`config.mk`:
```
export PLATFORM = sky130hd
export DESIGN_NAME = pif_flags
export DESIGN_NICKNAME = d
export VERILOG_FILES = /design/src/rtl/pif_pkg.sv /design/src/rtl/pif_flags.sv
export VERILOG_INCLUDE_DIRS = /design/src /design/src/rtl
export SDC_FILE = /design/constraint.sdc
export NUM_CORES = 1
export LEC_CHECK = 0
export BUFFER_PORTS_ARGS = -buffer_cell sky130_fd_sc_hd__buf_2
export CORE_UTILIZATION = 28
export CTS_BUF_LIST = sky130_fd_sc_hd__clkbuf_16
export CTS_CLUSTER_DIAMETER = 30
export DETAILED_ROUTE_END_ITERATION = 10
export PLACE_DENSITY = 0.58
export SETUP_SLACK_MARGIN = 0.3
export SKIP_CTS_REPAIR_TIMING = 1
export SYNTH_ARGS = -nofsm -noshare
export SYNTH_HDL_FRONTEND = slang
export SYNTH_SLANG_ARGS = --single-unit
```
`constraint.sdc`:
```
create_clock -name I_CLOCK -period 2.7 [get_ports I_CLOCK]
set_input_delay 0.54 -clock I_CLOCK [delete_from_list [all_inputs] [get_ports I_CLOCK]]
set_output_delay 0.54 -clock I_CLOCK [all_outputs]
set_load 0.1 [all_outputs]
```
`src/rtl/pif_consts.svh`:
```
// register offsets, field positions and reset values of the flag block
`ifndef PIF_CONSTS_SVH
`define PIF_CONSTS_SVH
`define PIF_OFF_EN_ONE 12'h000
`define PIF_OFF_EN_TWO 12'h004
`define PIF_OFF_FLAGS_ONE 12'h008
`define PIF_OFF_FLAGS_TWO 12'h00C
`define PIF_OFF_CTRL 12'h010
`define PIF_OFF_STATUS 12'h014
`define PIF_OFF_MASK 12'h018
`define PIF_EN_TWO_MASK 8'hF0
`define PIF_EN_ONE_MASK 8'h7F
`define PIF_F1_SW_MASK 8'h4F
`define PIF_F2_SW_MASK 8'hF0
`define PIF_BIT_RX 5
`define PIF_BIT_TX 4
`define PIF_CTRL_MASK 8'h03
`define PIF_RST_BYTE 8'h00
`define PIF_HTRANS_NONSEQ 2'h2
`define PIF_HSIZE_WORD 3'h2
`endif

```
`src/rtl/pif_pkg.sv`:
```
// types shared by the peripheral interrupt flag block
package pif_pkg;
  typedef struct packed {
    logic osc_fail;
    logic cmp_two_out;
    logic cmp_one_out;
    logic mem_write_done;
    logic conv_done;
    logic rx_full;
    logic tx_empty;
    logic sync_port_done;
    logic capture_compare;
    logic period_match;
    logic wide_timer_ovf;
  } pif_events_t;

  typedef struct packed {
    logic [7:0] en_one;
    logic [7:0] en_two;
    logic [7:0] flags_one;
    logic [7:0] flags_two;
    logic [7:0] ctrl;
    logic [1:0] cmp_sync;
    logic [1:0] cmp_seen;
    logic status;
    logic mask;
    logic ph_valid;
    logic ph_write;
    logic [11:0] ph_addr;
    logic [31:0] rdata;
  } pif_state_t;
endpackage

```
`src/rtl/pif_flags.sv`:
```
// peripheral interrupt enable and request-flag registers on an ahb-lite slave
`include "pif_consts.svh"

module pif_flags (
  input wire logic I_CLOCK, // system clock
  input wire logic I_RST_N, // asynchronous reset, active low
  input wire logic I_CE, // clock enable, freezes state when low
  input wire logic I_HSEL, // ahb slave select
  input wire logic [11:0] I_HADDR, // ahb byte address
  input wire logic [1:0] I_HTRANS, // ahb transfer type
  input wire logic I_HWRITE, // ahb write
  input wire logic [2:0] I_HSIZE, // ahb size
  input wire logic [31:0] I_HWDATA, // ahb write data
  input wire logic I_HREADY, // ahb bus ready
  output logic [31:0] O_HRDATA, // ahb read data
  output logic O_HREADYOUT, // ahb slave ready
  output logic O_HRESP, // ahb response, always okay
  input wire pif_pkg::pif_events_t I_EVENTS, // peripheral event inputs
  output logic O_PERIPH_REQ, // gated peripheral request to core
  output logic O_IRQ // level interrupt from sticky status
);
  import pif_pkg::*;

  pif_state_t s_r;
  pif_state_t s_nxt;
  logic [7:0] set_one;
  logic [7:0] set_two;
  logic [7:0] live_one;
  logic req;
  logic wr_hit;

  // ---------------------------------------------------------------
  // decode helper
  // ---------------------------------------------------------------
  function automatic logic hit(input logic [11:0] a, input logic [11:0] o);
    hit = (a == o);
  endfunction

  // ---------------------------------------------------------------
  // event sources
  // ---------------------------------------------------------------
  always_comb begin
    set_two = {I_EVENTS.osc_fail,
               s_r.cmp_sync[1] != s_r.cmp_seen[1],
               s_r.cmp_sync[0] != s_r.cmp_seen[0],
               I_EVENTS.mem_write_done, 4'h0};
    set_one = {1'b0, I_EVENTS.conv_done, 2'h0,
               I_EVENTS.sync_port_done,
               I_EVENTS.capture_compare,
               I_EVENTS.period_match,
               I_EVENTS.wide_timer_ovf};
    live_one = s_r.flags_one;
    // status flags of the serial port follow its buffer directly
    live_one[`PIF_BIT_RX] = I_EVENTS.rx_full;
    live_one[`PIF_BIT_TX] = I_EVENTS.tx_empty;
  end

  // ---------------------------------------------------------------
  // request to the core
  // ---------------------------------------------------------------
  assign req = s_r.ctrl[0] & s_r.ctrl[1] &
               (|(live_one & s_r.en_one) |
                |(s_r.flags_two & s_r.en_two));

  assign wr_hit = s_r.ph_valid & s_r.ph_write;

  // ---------------------------------------------------------------
  // next state
  // ---------------------------------------------------------------
  always_comb begin
    s_nxt = s_r;
    s_nxt.cmp_sync = {I_EVENTS.cmp_two_out, I_EVENTS.cmp_one_out};
    s_nxt.cmp_seen = s_r.cmp_sync;
    if (wr_hit) begin
      // writes: enable bits store, sw flags only clear or set
      if (hit(s_r.ph_addr, `PIF_OFF_EN_ONE)) begin
        s_nxt.en_one = I_HWDATA[7:0] & `PIF_EN_ONE_MASK;
      end
      if (hit(s_r.ph_addr, `PIF_OFF_EN_TWO)) begin
        s_nxt.en_two = I_HWDATA[7:0] & `PIF_EN_TWO_MASK;
      end
      if (hit(s_r.ph_addr, `PIF_OFF_FLAGS_ONE)) begin
        s_nxt.flags_one = I_HWDATA[7:0] & `PIF_F1_SW_MASK;
      end
      if (hit(s_r.ph_addr, `PIF_OFF_FLAGS_TWO)) begin
        s_nxt.flags_two = I_HWDATA[7:0] & `PIF_F2_SW_MASK;
      end
      if (hit(s_r.ph_addr, `PIF_OFF_CTRL)) begin
        s_nxt.ctrl = I_HWDATA[7:0] & `PIF_CTRL_MASK;
      end
      if (hit(s_r.ph_addr, `PIF_OFF_STATUS) && I_HWDATA[0]) begin
        s_nxt.status = 1'b0;
      end
      if (hit(s_r.ph_addr, `PIF_OFF_MASK)) begin
        s_nxt.mask = I_HWDATA[0];
      end
    end
    // events win over a clearing write in the same cycle
    s_nxt.flags_one = s_nxt.flags_one | set_one;
    s_nxt.flags_two = s_nxt.flags_two | set_two;
    if (req) begin
      s_nxt.status = 1'b1;
    end
    // address phase capture
    s_nxt.ph_valid = I_HSEL & I_HREADY & I_HTRANS[1];
    if (I_HREADY) begin
      s_nxt.ph_write = I_HWRITE;
      s_nxt.ph_addr = {I_HADDR[11:2], 2'h0};
    end
    s_nxt.rdata = 32'h0000_0000;
    if (I_HSEL & I_HREADY & I_HTRANS[1] & ~I_HWRITE) begin
      unique case ({I_HADDR[11:2], 2'h0})
        `PIF_OFF_EN_ONE: s_nxt.rdata[7:0] = s_r.en_one;
        `PIF_OFF_EN_TWO: s_nxt.rdata[7:0] = s_r.en_two;
        `PIF_OFF_FLAGS_ONE: s_nxt.rdata[7:0] = live_one;
        `PIF_OFF_FLAGS_TWO: s_nxt.rdata[7:0] = s_r.flags_two;
        `PIF_OFF_CTRL: s_nxt.rdata[7:0] = s_r.ctrl;
        `PIF_OFF_STATUS: s_nxt.rdata[0] = s_r.status;
        `PIF_OFF_MASK: s_nxt.rdata[0] = s_r.mask;
        default: s_nxt.rdata = 32'h0000_0000;
      endcase
    end
  end

  // ---------------------------------------------------------------
  // state register
  // ---------------------------------------------------------------
  always_ff @(posedge I_CLOCK or negedge I_RST_N) begin
    if (!I_RST_N) begin
      s_r <= '0;
    end else if (I_CE) begin
      s_r <= s_nxt;
    end
  end

  assign O_HRDATA = s_r.rdata;
  assign O_HREADYOUT = 1'b1;
  assign O_HRESP = 1'b0;
  assign O_PERIPH_REQ = req;
  assign O_IRQ = s_r.status & s_r.mask;
endmodule

```
Word level (Yosys, flattened, before mapping)
Index checks and enable logic that the tools add are counted.
Widths: inputs -> output; s select.
{ "word_totals": {"ff_bits": 79, "inputBits": 66, "output_inout_bits": 36} }
{ "op_classes": {"eq_ne": 14, "mux": 11, "bitwise_logic": 13, "reduce_logical": 13} }
{ "op_table": {"columns": ["cell", "n"], "rows": [
  ["$eq 10x3->1 const B", 6],
  ["$eq 10x2->1 const B", 4],
  ["$pmux 7 s5", 1],
  ["$mux 24", 1],
  ["$mux 8", 3],
  ["$eq 10x1->1 const B", 2],
  ["$reduce_or 8->1", 2],
  ["$reduce_and 3->1", 5],
  ["$logic_not 12->1", 1],
  ["$logic_not 10->1", 1],
  ["$and 8x7->8", 1],
  ["$and 8x8->8", 1],
  ["$or 8x7->8", 1],
  ["$or 8x8->8", 1],
  ["$and 1x1->1", 7],
  ["$pmux 1 s6", 1],
  ["$mux 2", 2],
  ["$reduce_bool 2->1", 2],
  ["$mux 1", 3],
  ["$ne 1x1->1", 2],
  ["$reduce_and 2->1", 1],
  ["$logic_and 1x1->1", 1],
  ["$not 1->1", 1],
  ["$or 1x1->1", 1]
]} }

Depth between registers and ports, before layout
Gate-level depths: netlist of run 1.
{ "logic_depth": {"depth_word": 6, "depth_mapped": 5, "depth_no_buf": 4} }

Least setup slack after synthesis of run 1
Ideal clock, no wire load.
{ "synth_timing": {"path_kind": "input -> output", "from": "in I_EVENTS[4] in the netlist's numbering", "to": "out O_PERIPH_REQ", "arrival_time_ns": 2.326, "t_required_ns": 2.160, "setup_slack_ns": -0.166, "stages": 3, "path_buffers": 0, "path_cell_list": "a222oi_1 -> and3_1 -> a31oi_1"} }
{ "synth_via": {"elab_chain_cells": 4} }
{ "synth_lines": {"columns": ["item", "line_no", "rtl"], "rows": [
  ["start, declared", "pif_flags.sv:18", "input wire pif_pkg::pif_events_t I_EVENTS,"],
  ["$and 8x7->8", "pif_flags.sv:62", "(|(live_one & s_r.en_one) |"],
  ["$reduce_or 8->1", "pif_flags.sv:62", null],
  ["$or 1x1->1", "pif_flags.sv:63", "|(s_r.flags_two & s_r.en_two));"],
  ["$and 1x1->1", "pif_flags.sv:61", "assign req = s_r.ctrl[0] & s_r.ctrl[1] &"],
  ["end, declared", "pif_flags.sv:19", "output logic O_PERIPH_REQ,"]
]} }
No other way between the ends.

Worst setup path in the final report of run 1
{ "layout_timing": {"from": "reg s_r[66] in the netlist's numbering", "to": "out O_PERIPH_REQ"} }
{ "layout_via": {"elab_chain_cells": 4} }
{ "layout_lines": {"columns": ["item", "line_no", "rtl"], "rows": [
  ["start, declared", "pif_flags.sv:24", "pif_state_t s_r;"],
  ["start signal, assigned", "pif_flags.sv:132", "s_r <= s_nxt;"],
  ["$and 8x8->8", "pif_flags.sv:63", null],
  ["$reduce_or 8->1", "pif_flags.sv:63", null],
  ["$or 1x1->1", "pif_flags.sv:63", null],
  ["$and 1x1->1", "pif_flags.sv:61", null]
]} }
No other way between the ends.

==> results of run 1 <==
-- worst reg2reg max path, stage by stage, from the launching register on --
cell	delay, ps
dfrtp_1	370
or4_1	570
or3_4	390
nor3b_2	360
mux2_2	390
-- sequential cells by signal, indices dropped and copies added, names as in the netlist --
name / cells
s_r: 33
s_nxt: 2
O_HRDATA: 8
live_one: 5
-- synthesized netlist by cell type --
| library cell | number |
|---|---|
| nor3_1 | 2 |
| nand2_1 | 5 |
| conb_1 | 2 |
| a21oi_1 | 15 |
| o32ai_1 | 3 |
| buf_1 | 3 |
| buf_4 | 34 |
| mux4_2 | 3 |
| or4b_2 | 1 |
| and2_1 | 2 |
| nand4_1 | 3 |
| dfrtp_1 | 48 |
| mux2_2 | 30 |
| and3_1 | 2 |
| nand3b_1 | 3 |
| or2_2 | 1 |
| a31oi_1 | 2 |
| mux2i_1 | 14 |
| nor3_2 | 1 |
| nor4b_1 | 1 |
| clkbuf_1 | 4 |
| o22ai_1 | 5 |
| a222oi_1 | 1 |
| buf_6 | 1 |
| xor2_1 | 2 |
| nor2_1 | 7 |
| or3_4 | 1 |
| or3_1 | 1 |
| o21ai_0 | 2 |
| nor3b_2 | 1 |
| or4_1 | 1 |
| a22oi_1 | 4 |
| a22o_1 | 1 |
| inv_1 | 13 |
| and4_1 | 1 |
| nor3_4 | 1 |
| nor3b_1 | 2 |
-- through the flow --
| step | std cells | power, mW | hold slack (ps) |
|---|---|---|---|
| CTS | 368 | 1.821 | 175.7 |
| detailed placement | 360 | 1.117 | 484.6 |
| global route | 368 | 1.870 | 197.2 |
| floorplan | 247 | 1.072 | 244.4 |
| global placement | 360 | 1.111 | 479.6 |
| finish | 368 | 1.802 | 161.2 |
-- where the power goes --
group / internal (mW) / switching, mW
registers: 0.758 / 0.0287
clock network: 0.435 / 0.266
logic: 0.0785 / 0.234
total: 1.27 / 0.529
-- worst paths after layout --
check | to | depth (start not counted) | start
max in group asynchronous | s_r[84] | 2 | I_RST_N
worst max-delay path | O_PERIPH_REQ | 4 | s_r[66]
worst min-delay path | O_HRDATA[4] | 1 | I_RST_N
worst max register to register | s_r[82] | 4 | s_r[39]
worst min register to register | s_r[41] | 1 | s_r[41]
min in group I_CLOCK | s_nxt[48] | 2 | I_EVENTS[8]
-- layer usage --
metal	global-route usage (%)	routed length [um]	part of all wire [%]	vias to the layer above
met1	15.73	2485	49	789
li1	-	-	-	802
met3	2.950	261	5.1	11
met4	4.186	98	1.9	0
met2	18.24	2277	44	63
met5	0	0	0	-
-- final cells by class --
cell class	count	area, um2	area share [%]
flip-flops and latches	48	1201	41.45
multi-input cells	144	1105	38.13
repair buffers	47	240.2	8.290
well taps	108	135.1	4.663
clock buffers	5	125.1	4.318
inverters	13	48.80	1.684
clock inverters	3	42.54	1.468
-- cells by family (layout without fill, tap and decap cells) --
logic type,after synthesis,in the layout,share of synthesized area (%)
buffers and inverters,55,68,13.39
DFF,48,48,47.08
muxes,47,47,21.38
and+or+nand+nor,36,36,9.172
AOI/OAI and AO/OA,33,33,7.994
other,2,26,0.2944
xor gates and xnor gates,2,2,0.6867
==> flow_metrics.env, run 1 <==
export IMPL_outcome="completed"
export IMPL_drt_total_wl_mm=5.123
export IMPL_numCtsBuffers=5
export IMPL_crit_path_start_kind="register"
export IMPL_grt_overflow_total=0
export IMPL_rsz0062_at_grt="false"
export IMPL_netlist_area_um2=2551
export IMPL_path_buf_inv=1
export IMPL_cp_max_fo=3
export IMPL_initialDrtViolationCount=119
export IMPL_cts_max_level=2
export IMPL_ys_ff_latch=48
export IMPL_vias=1665
export IMPL_worstPathCellList="a22oi_1, and3_1, a31oi_2, buf_2"
export IMPL_track_usage_pct=11.70
export IMPL_max_freq_mhz=446.5
export IMPL_routabilityCongestion=0.6996
export IMPL_fillers=883
export IMPL_synth_area_leaders="dfrtp_1 (47%), mux2_2 (13%), buf_4 (10%)"
export IMPL_period_minus_slack_ps=2240
export IMPL_routedWlPerCell_um=13.92
export IMPL_hold_path_class="primary input to asynchronous set/reset pin"
export IMPL_drive_gt1_share_pct=36.15
export IMPL_drt_pre_antenna_iters=4
export IMPL_clockBufferDepth=2
export IMPL_drtAntennaViolNets=0
export IMPL_vias_per_cell=4.524
export IMPL_grt_pass1_vias=1762
export IMPL_die_area_um2=9497
export IMPL_rows=34
export IMPL_coreArea_um2=8763
export IMPL_dieWidth_um=97.46
export IMPL_critical_path_class="register to output pin"
export IMPL_avgSynthCellArea_um2=11.44
export IMPL_drv_cap=0
export IMPL_dpl_instance_area_um2=2730
export IMPL_port_buffers=45
export IMPL_area_growth_pct=13.59
export IMPL_cp_slowest_cell="buf_2"
export IMPL_nNetsFinal=325
export IMPL_drc=0
export IMPL_setup_viol=0
export IMPL_finalHoldViolations=0
export IMPL_numClockSinks=48
export IMPL_final_core_util_pct=33.07
export IMPL_synth_top_area_cell="dfrtp_1"
export IMPL_diodes=0
export IMPL_end_kind="output pin"
export IMPL_rrSetupSlack_ps=510
export IMPL_worstPathArrival_ps=1700
export IMPL_slowest_delay_ps=470
export IMPL_cts_tree="done"
export IMPL_clkTransAtPathRegs_ps=70
export IMPL_mostFrequentLayoutCell="dfrtp_1"
export IMPL_yosysTopAreaCellShare_pct=47.08
export IMPL_p_leak_nw=1.340
export IMPL_place_ws_ps=456.4
export IMPL_root_buffer="clkbuf_16"
export IMPL_antenna_found_initial=0
export IMPL_dp_hpwl_mm=3.887
export IMPL_finClkSkew_ps=4.949
export IMPL_grt_max_degree=33
export IMPL_maxSlewViolCount=0
export IMPL_setup_slack_ps=460.1
export IMPL_p_per_area_nw_per_um2=621.7
export IMPL_final_cell_area_um2=2898
export IMPL_ys_types=37
export IMPL_cpLargestDelayFamily="buffers and inverters"
export IMPL_grt_pass1_wl_mm=8.894
export IMPL_pin_count=102
export IMPL_layout_common_cells="dfrtp_1 (48), buf_2 (45), mux2_2 (30)"
export IMPL_cp_required_ps=2160
export IMPL_ir_drop_mv=0.2869
export IMPL_ys_seq_area_share_pct=47.08
export IMPL_period_share_pct=82.96
export IMPL_insertion_delay_ps=290
export IMPL_tns_ps=0
export IMPL_fp_dieH_um=97.46
export IMPL_start_util_pct=29.11
export IMPL_netlist_instances=223
export IMPL_yosysWarnings=0
Note: power is estimated with default switching activity, not from simulation.
==> run 2: changes to the inputs <==
- ABC_AREA: unset -> 1
- PLACE_DENSITY: 0.58 -> 0.59
- clock period: 2.7 -> 2 ns (I/O delays scaled with it)
==> flow_metrics.env, run 2 <==
export IMPL_outcome="completed"
export IMPL_drv_cap=0
export IMPL_pin_count=102
export IMPL_cp_required_ps=1600
export IMPL_yosysMostFrequentCell="nand2_1"
export IMPL_avgSynthCellArea_um2=7.938
export IMPL_ir_drop_mv=0.3033
export IMPL_async_flop_share_pct=100.0
export IMPL_period_minus_slack_ps=1821
export IMPL_layout_common_cells="nand2_1 (117), dfrtp_1 (48), buf_2 (44)"
export IMPL_setup_viol=0
export IMPL_dp_hpwl_mm=4.899
export IMPL_ys_types=29
export IMPL_p_per_area_nw_per_um2=783.8
export IMPL_numCtsBuffers=5
export IMPL_routedWlPerCell_um=11.71
export IMPL_top_register="s_r"
export IMPL_cp_slowest_cell="dfrtp_1"
export IMPL_cpLargestDelayFamily="simple AND/OR/NAND/NOR gates"
export IMPL_rows=36
export IMPL_synth_common_cells="nand2_1 (118), dfrtp_1 (48), nand3_1 (42)"
export IMPL_power_share_combinational_pct=17.9
export IMPL_power_switching_mw=0.7792
export IMPL_numClockSinks=48
export IMPL_netSwitchingFraction_pct=29.97
export IMPL_yosysWarnings=0
export IMPL_drtAntennaViolNets=0
export IMPL_synth_edf_count=0
export IMPL_drt_total_wl_mm=6.290
export IMPL_coreArea_um2=9729
export IMPL_tns_ps=0
export IMPL_dieWidth_um=102.2
export IMPL_drive_gt1_share_pct=25.74
export IMPL_track_usage_pct=13.03
export IMPL_p_leak_nw=1.766
export IMPL_rsz0062_at_grt="true"
export IMPL_hold_path_class="primary input to asynchronous set/reset pin"
export IMPL_ys_seq_area_share_pct=42.74
export IMPL_insertion_delay_ps=290
export IMPL_area_growth_pct=18.03
export IMPL_critical_path_class="register to output pin"
export IMPL_synthFlopType="dfrtp_1"
export IMPL_synth_area_leaders="dfrtp_1 (43%), nand2_1 (16%), buf_4 (9.1%)"
export IMPL_nNetsFinal=469
export IMPL_p_int_mw=1.821
export IMPL_maxSlewViolCount=0
export IMPL_netlist_area_um2=2810
export IMPL_initialDrtViolationCount=138
export IMPL_crit_path_start_kind="register"
export IMPL_root_buffer="clkbuf_16"
export IMPL_p_clk_share_pct=42.1
export IMPL_vias_per_cell=4.263
export IMPL_ys_ff_latch=48
export IMPL_slowest_delay_ps=410
export IMPL_grt_pass1_vias=2093
export IMPL_drc=0
export IMPL_diodes=0
export IMPL_dpl_instance_area_um2=3049
export IMPL_worstPathCellList="nand2_1, nand4_1, nand3b_1, nand2_2, inv_2, buf_12"
export IMPL_drt_pre_antenna_iters=4
export IMPL_cts_tree="done"
export IMPL_largest_register_ffs=33
export IMPL_fillers=1051
export IMPL_routabilityCongestion=0.8385
export IMPL_grt_pass1_wl_mm=10.41
export IMPL_yosysTopAreaCellShare_pct=42.74
export IMPL_mostFrequentLayoutCell="nand2_1"
export IMPL_worstPathArrival_ps=1420
export IMPL_final_cell_area_um2=3317
export IMPL_rrSetupSlack_ps=540
export IMPL_antenna_found_initial=0
export IMPL_clkTransAtPathRegs_ps=70
export IMPL_start_util_pct=28.88
export IMPL_p_seq_share_pct=40.0
export IMPL_tightest_slew_ps=503.1
export IMPL_cts_max_level=2
export IMPL_max_freq_mhz=549.2
export IMPL_cp_max_fo=3
export IMPL_grt_max_degree=28
export IMPL_finalHoldViolations=0
export IMPL_port_buffers=45
export IMPL_die_area_um2=10440
export IMPL_clockBufferDepth=2
export IMPL_netlist_instances=354
export IMPL_slew_headroom_pct=66.46
export IMPL_finClkSkew_ps=5.257
export IMPL_fp_dieH_um=102.2
export IMPL_grt_overflow_total=0
export IMPL_end_kind="output pin"
export IMPL_path_buf_inv=2
export IMPL_period_share_pct=91.05
export IMPL_vias=2289
export IMPL_synth_top_area_cell="dfrtp_1"
## run 2: changes by cell type in the layout (fill, tap and decap cells not counted), sizes merged, moves of 5 or more
cell,before,now
o22ai,5,0
nand2,5,122
mux2i,14,0
nor2,7,24
a21oi,15,2
buf,47,58
inv,13,30
nand3,0,44
o21ai,2,29
mux2,30,0
## run 2: area by class of cell
cell class	count	area, um2	share of cell area [%]
well taps	133	166.4	5.017
repair buffers	58	350.3	10.56
multi-input cells	260	1290	38.89
flip-flops and latches	48	1201	36.21
clock buffers	5	125.1	3.772
clock inverters	3	68.82	2.075
inverters	30	115.1	3.470
## run 2: cell families after synthesis
| family | Yosys count | share of synthesized area (%) |
|---|---|---|
| other cells | 2 | 0.2672 |
| buf+inv | 70 | 14.78 |
| flops | 48 | 42.74 |
| simple gates | 201 | 35.13 |
| compound gates | 31 | 6.456 |
| xor+xnor | 2 | 0.6234 |
## run 2: power by group through the flow
stage	Clock (mW)	Combinational, mW	Sequential [mW]
after floorplan	0	0.401	1.05
after CTS	1.11	0.468	1.04
after global routing	1.14	0.508	1.04
after global placement	0	0.462	1.06
final	1.09	0.466	1.04
after detailed placement	0	0.466	1.06
## run 2: per-layer routing
| metal | wire (um) | global-route usage [%] | up-vias |
|---|---|---|---|
| met5 | 0 | 0 | - |
| met4 | 99 | 4.396 | 0 |
| met3 | 362 | 3.010 | 9 |
| met2 | 2885 | 20.44 | 57 |
| met1 | 2942 | 17.69 | 1059 |
| li1 | - | - | 1164 |
## run 2: path summary, 6_finish.rpt
path / startpoint / endpoint / cells past startpoint
setup reg to reg: s_r[40] / s_r[87] / 6
min in group I_CLOCK: I_EVENTS[9] / s_nxt[49] / 3
hold / removal: I_RST_N / O_HRDATA[5] / 1
setup / recovery: live_one[6] / O_PERIPH_REQ / 6
hold reg to reg: O_HRDATA[5] / O_HRDATA[5] / 2
max in group asynchronous: I_RST_N / live_one[0] / 2
## run 2: stage by stage
stage | hold WS (ps) | utilization, % | power (mW) | setup slack (ps) | instances
after floorplan | 104.4 | - | 1.452 | 361.7 | 378
after global placement | 402.8 | 31.34 | 1.518 | 370.1 | 520
after detailed placement | 401.6 | 31.34 | 1.524 | 380.7 | 520
after CTS | 96.02 | 33.33 | 2.614 | 138.0 | 528
after global routing | 120.7 | 34.09 | 2.695 | 104.1 | 537
final | 71.36 | 34.09 | 2.600 | 179.0 | 537
## run 2: worst reg2reg max path, cell delays in order (launching register included)
cell and delay [ps]:
dfrtp_1 370, inv_2 60, nand4_2 250, nor2_4 210, nand4_4 240, nand2_1 160
o21ai_2 60
==> run 3: changes to the inputs <==
- SETUP_SLACK_MARGIN: 0.3 -> unset
==> flow_metrics.env, run 3 (same netlist as run 2, synthesis figures left out) <==
export IMPL_outcome="completed"
export IMPL_worstPathCellList="nand2_1, nand4_1, nand3b_1, nand2_1, inv_1, buf_12"
export IMPL_rsz0062_at_grt="false"
export IMPL_rows=36
export IMPL_initialDrtViolationCount=154
export IMPL_vias=2235
export IMPL_cp_max_fo=3
export IMPL_mostFrequentLayoutCell="nand2_1"
export IMPL_drt_pre_antenna_iters=4
export IMPL_insertion_delay_ps=290
export IMPL_numClockSinks=48
export IMPL_die_area_um2=10440
export IMPL_clockBufferDepth=2
export IMPL_drive_gt1_share_pct=23.29
export IMPL_largest_register_ffs=33
export IMPL_cts_tree="done"
export IMPL_timing_rr_start="s_r[40]"
export IMPL_cts_max_level=2
export IMPL_setup_slack_ps=153.8
export IMPL_worstPathArrival_ps=1450
export IMPL_maxSlewViolCount=0
export IMPL_finalHoldViolations=0
export IMPL_end_kind="output pin"
export IMPL_grt_pass1_vias=2093
export IMPL_hold_path_class="primary input to asynchronous set/reset pin"
export IMPL_routedWlPerCell_um=11.63
export IMPL_track_usage_pct=13.03
export IMPL_grt_overflow_total=0
export IMPL_clkTransAtPathRegs_ps=70
export IMPL_p_per_area_nw_per_um2=798.7
export IMPL_crit_path_start_kind="register"
export IMPL_antenna_found_initial=0
export IMPL_cp_required_ps=1600
export IMPL_nNetsFinal=460
export IMPL_diodes=0
export IMPL_drv_cap=0
export IMPL_drtAntennaViolNets=0
export IMPL_vias_per_cell=4.233
export IMPL_critPathLaunch="live_one[6]"
export IMPL_numCtsBuffers=5
export IMPL_fillers=1064
export IMPL_start_util_pct=28.88
export IMPL_slew_headroom_pct=66.46
export IMPL_cpMostUsedCell="nand2_1"
export IMPL_routabilityCongestion=0.8385
export IMPL_finClkSkew_ps=4.934
export IMPL_fp_dieH_um=102.2
export IMPL_place_ws_ps=380.7
export IMPL_grt_max_degree=28
export IMPL_pin_count=102
export IMPL_tightest_slew_ps=503.1
export IMPL_p_leak_nw=1.725
export IMPL_drc=0
export IMPL_coreArea_um2=9729
export IMPL_period_share_pct=92.31
export IMPL_dieWidth_um=102.2
export IMPL_top_register="s_r"
export IMPL_period_minus_slack_ps=1846
export IMPL_critical_path_class="register to output pin"
export IMPL_ir_drop_mv=0.2991
export IMPL_dp_hpwl_mm=4.899
export IMPL_max_freq_mhz=541.6
export IMPL_root_buffer="clkbuf_16"
export IMPL_slowest_delay_ps=420
export IMPL_grt_pass1_wl_mm=10.41
export IMPL_drt_total_wl_mm=6.141
export IMPL_tns_ps=0
export IMPL_area_growth_pct=15.41
export IMPL_setup_viol=0
export IMPL_port_buffers=45
export IMPL_layout_common_cells="nand2_1 (118), dfrtp_1 (48), buf_2 (44)"
export IMPL_cp_slowest_cell="dfrtp_1"
-- run 3: cell types whose count changed in the layout (fill, tap and decap cells not counted), sizes merged --
| cell | delta |
|---|---|
| buf | -9 |
-- run 3: stage by stage --
stage	cells	total power, mW	hold WS [ps]	cell area (um2)	util [%]
5_1_grt	528	2.692	120.7	3243	33.33
3_5_place_dp	520	1.524	401.6	3049	31.34
6_report	528	2.590	76.12	3243	33.33
3_3_place_gp	520	1.518	402.8	3049	31.34
2_1_floorplan	378	1.452	104.4	2900	-
4_1_cts	528	2.614	96.02	3243	33.33
-- run 3: cell type report --
type,instances,area [um2],share of cell area [%]
multi-input cells,260,1284,39.58
clock inverters,3,68.82,2.122
flip-flops and latches,48,1201,37.04
clock buffers,5,125.1,3.858
repair buffers,49,282.8,8.719
well taps,133,166.4,5.131
inverters,30,115.1,3.549
-- run 3: worst paths after layout --
kind | to | slack [ps] | cells past startpoint
hold reg to reg | O_HRDATA[5] | 480 | 2
min in group I_CLOCK | s_nxt[49] | 310 | 3
setup / recovery | O_PERIPH_REQ | 150 | 6
setup reg to reg | s_r[87] | 540 | 6
max in group asynchronous | live_one[0] | 1420 | 2
hold / removal | O_HRDATA[5] | 80 | 1
-- run 3: layer usage --
layer  vias to the layer above  track usage, %  wire, um
met5                         -               0         0
met4                         0           4.396        96
met3                         9           3.010       312
met2                        51           20.44      2794
met1                      1027           17.69      2937
li1                       1148               -         -
-- run 3: critical path, delay by kind of cell (launching register included) --
family        cells  cell delay (ps)
flops             1              420
simple gates      4              500
buf+inv           2              250
-- run 3: report_power, final --
group	internal (mW)	switching (mW)
Combinational	0.0874	0.376
Sequential	1.01	0.0288
Clock	0.721	0.366
Total	1.82	0.771
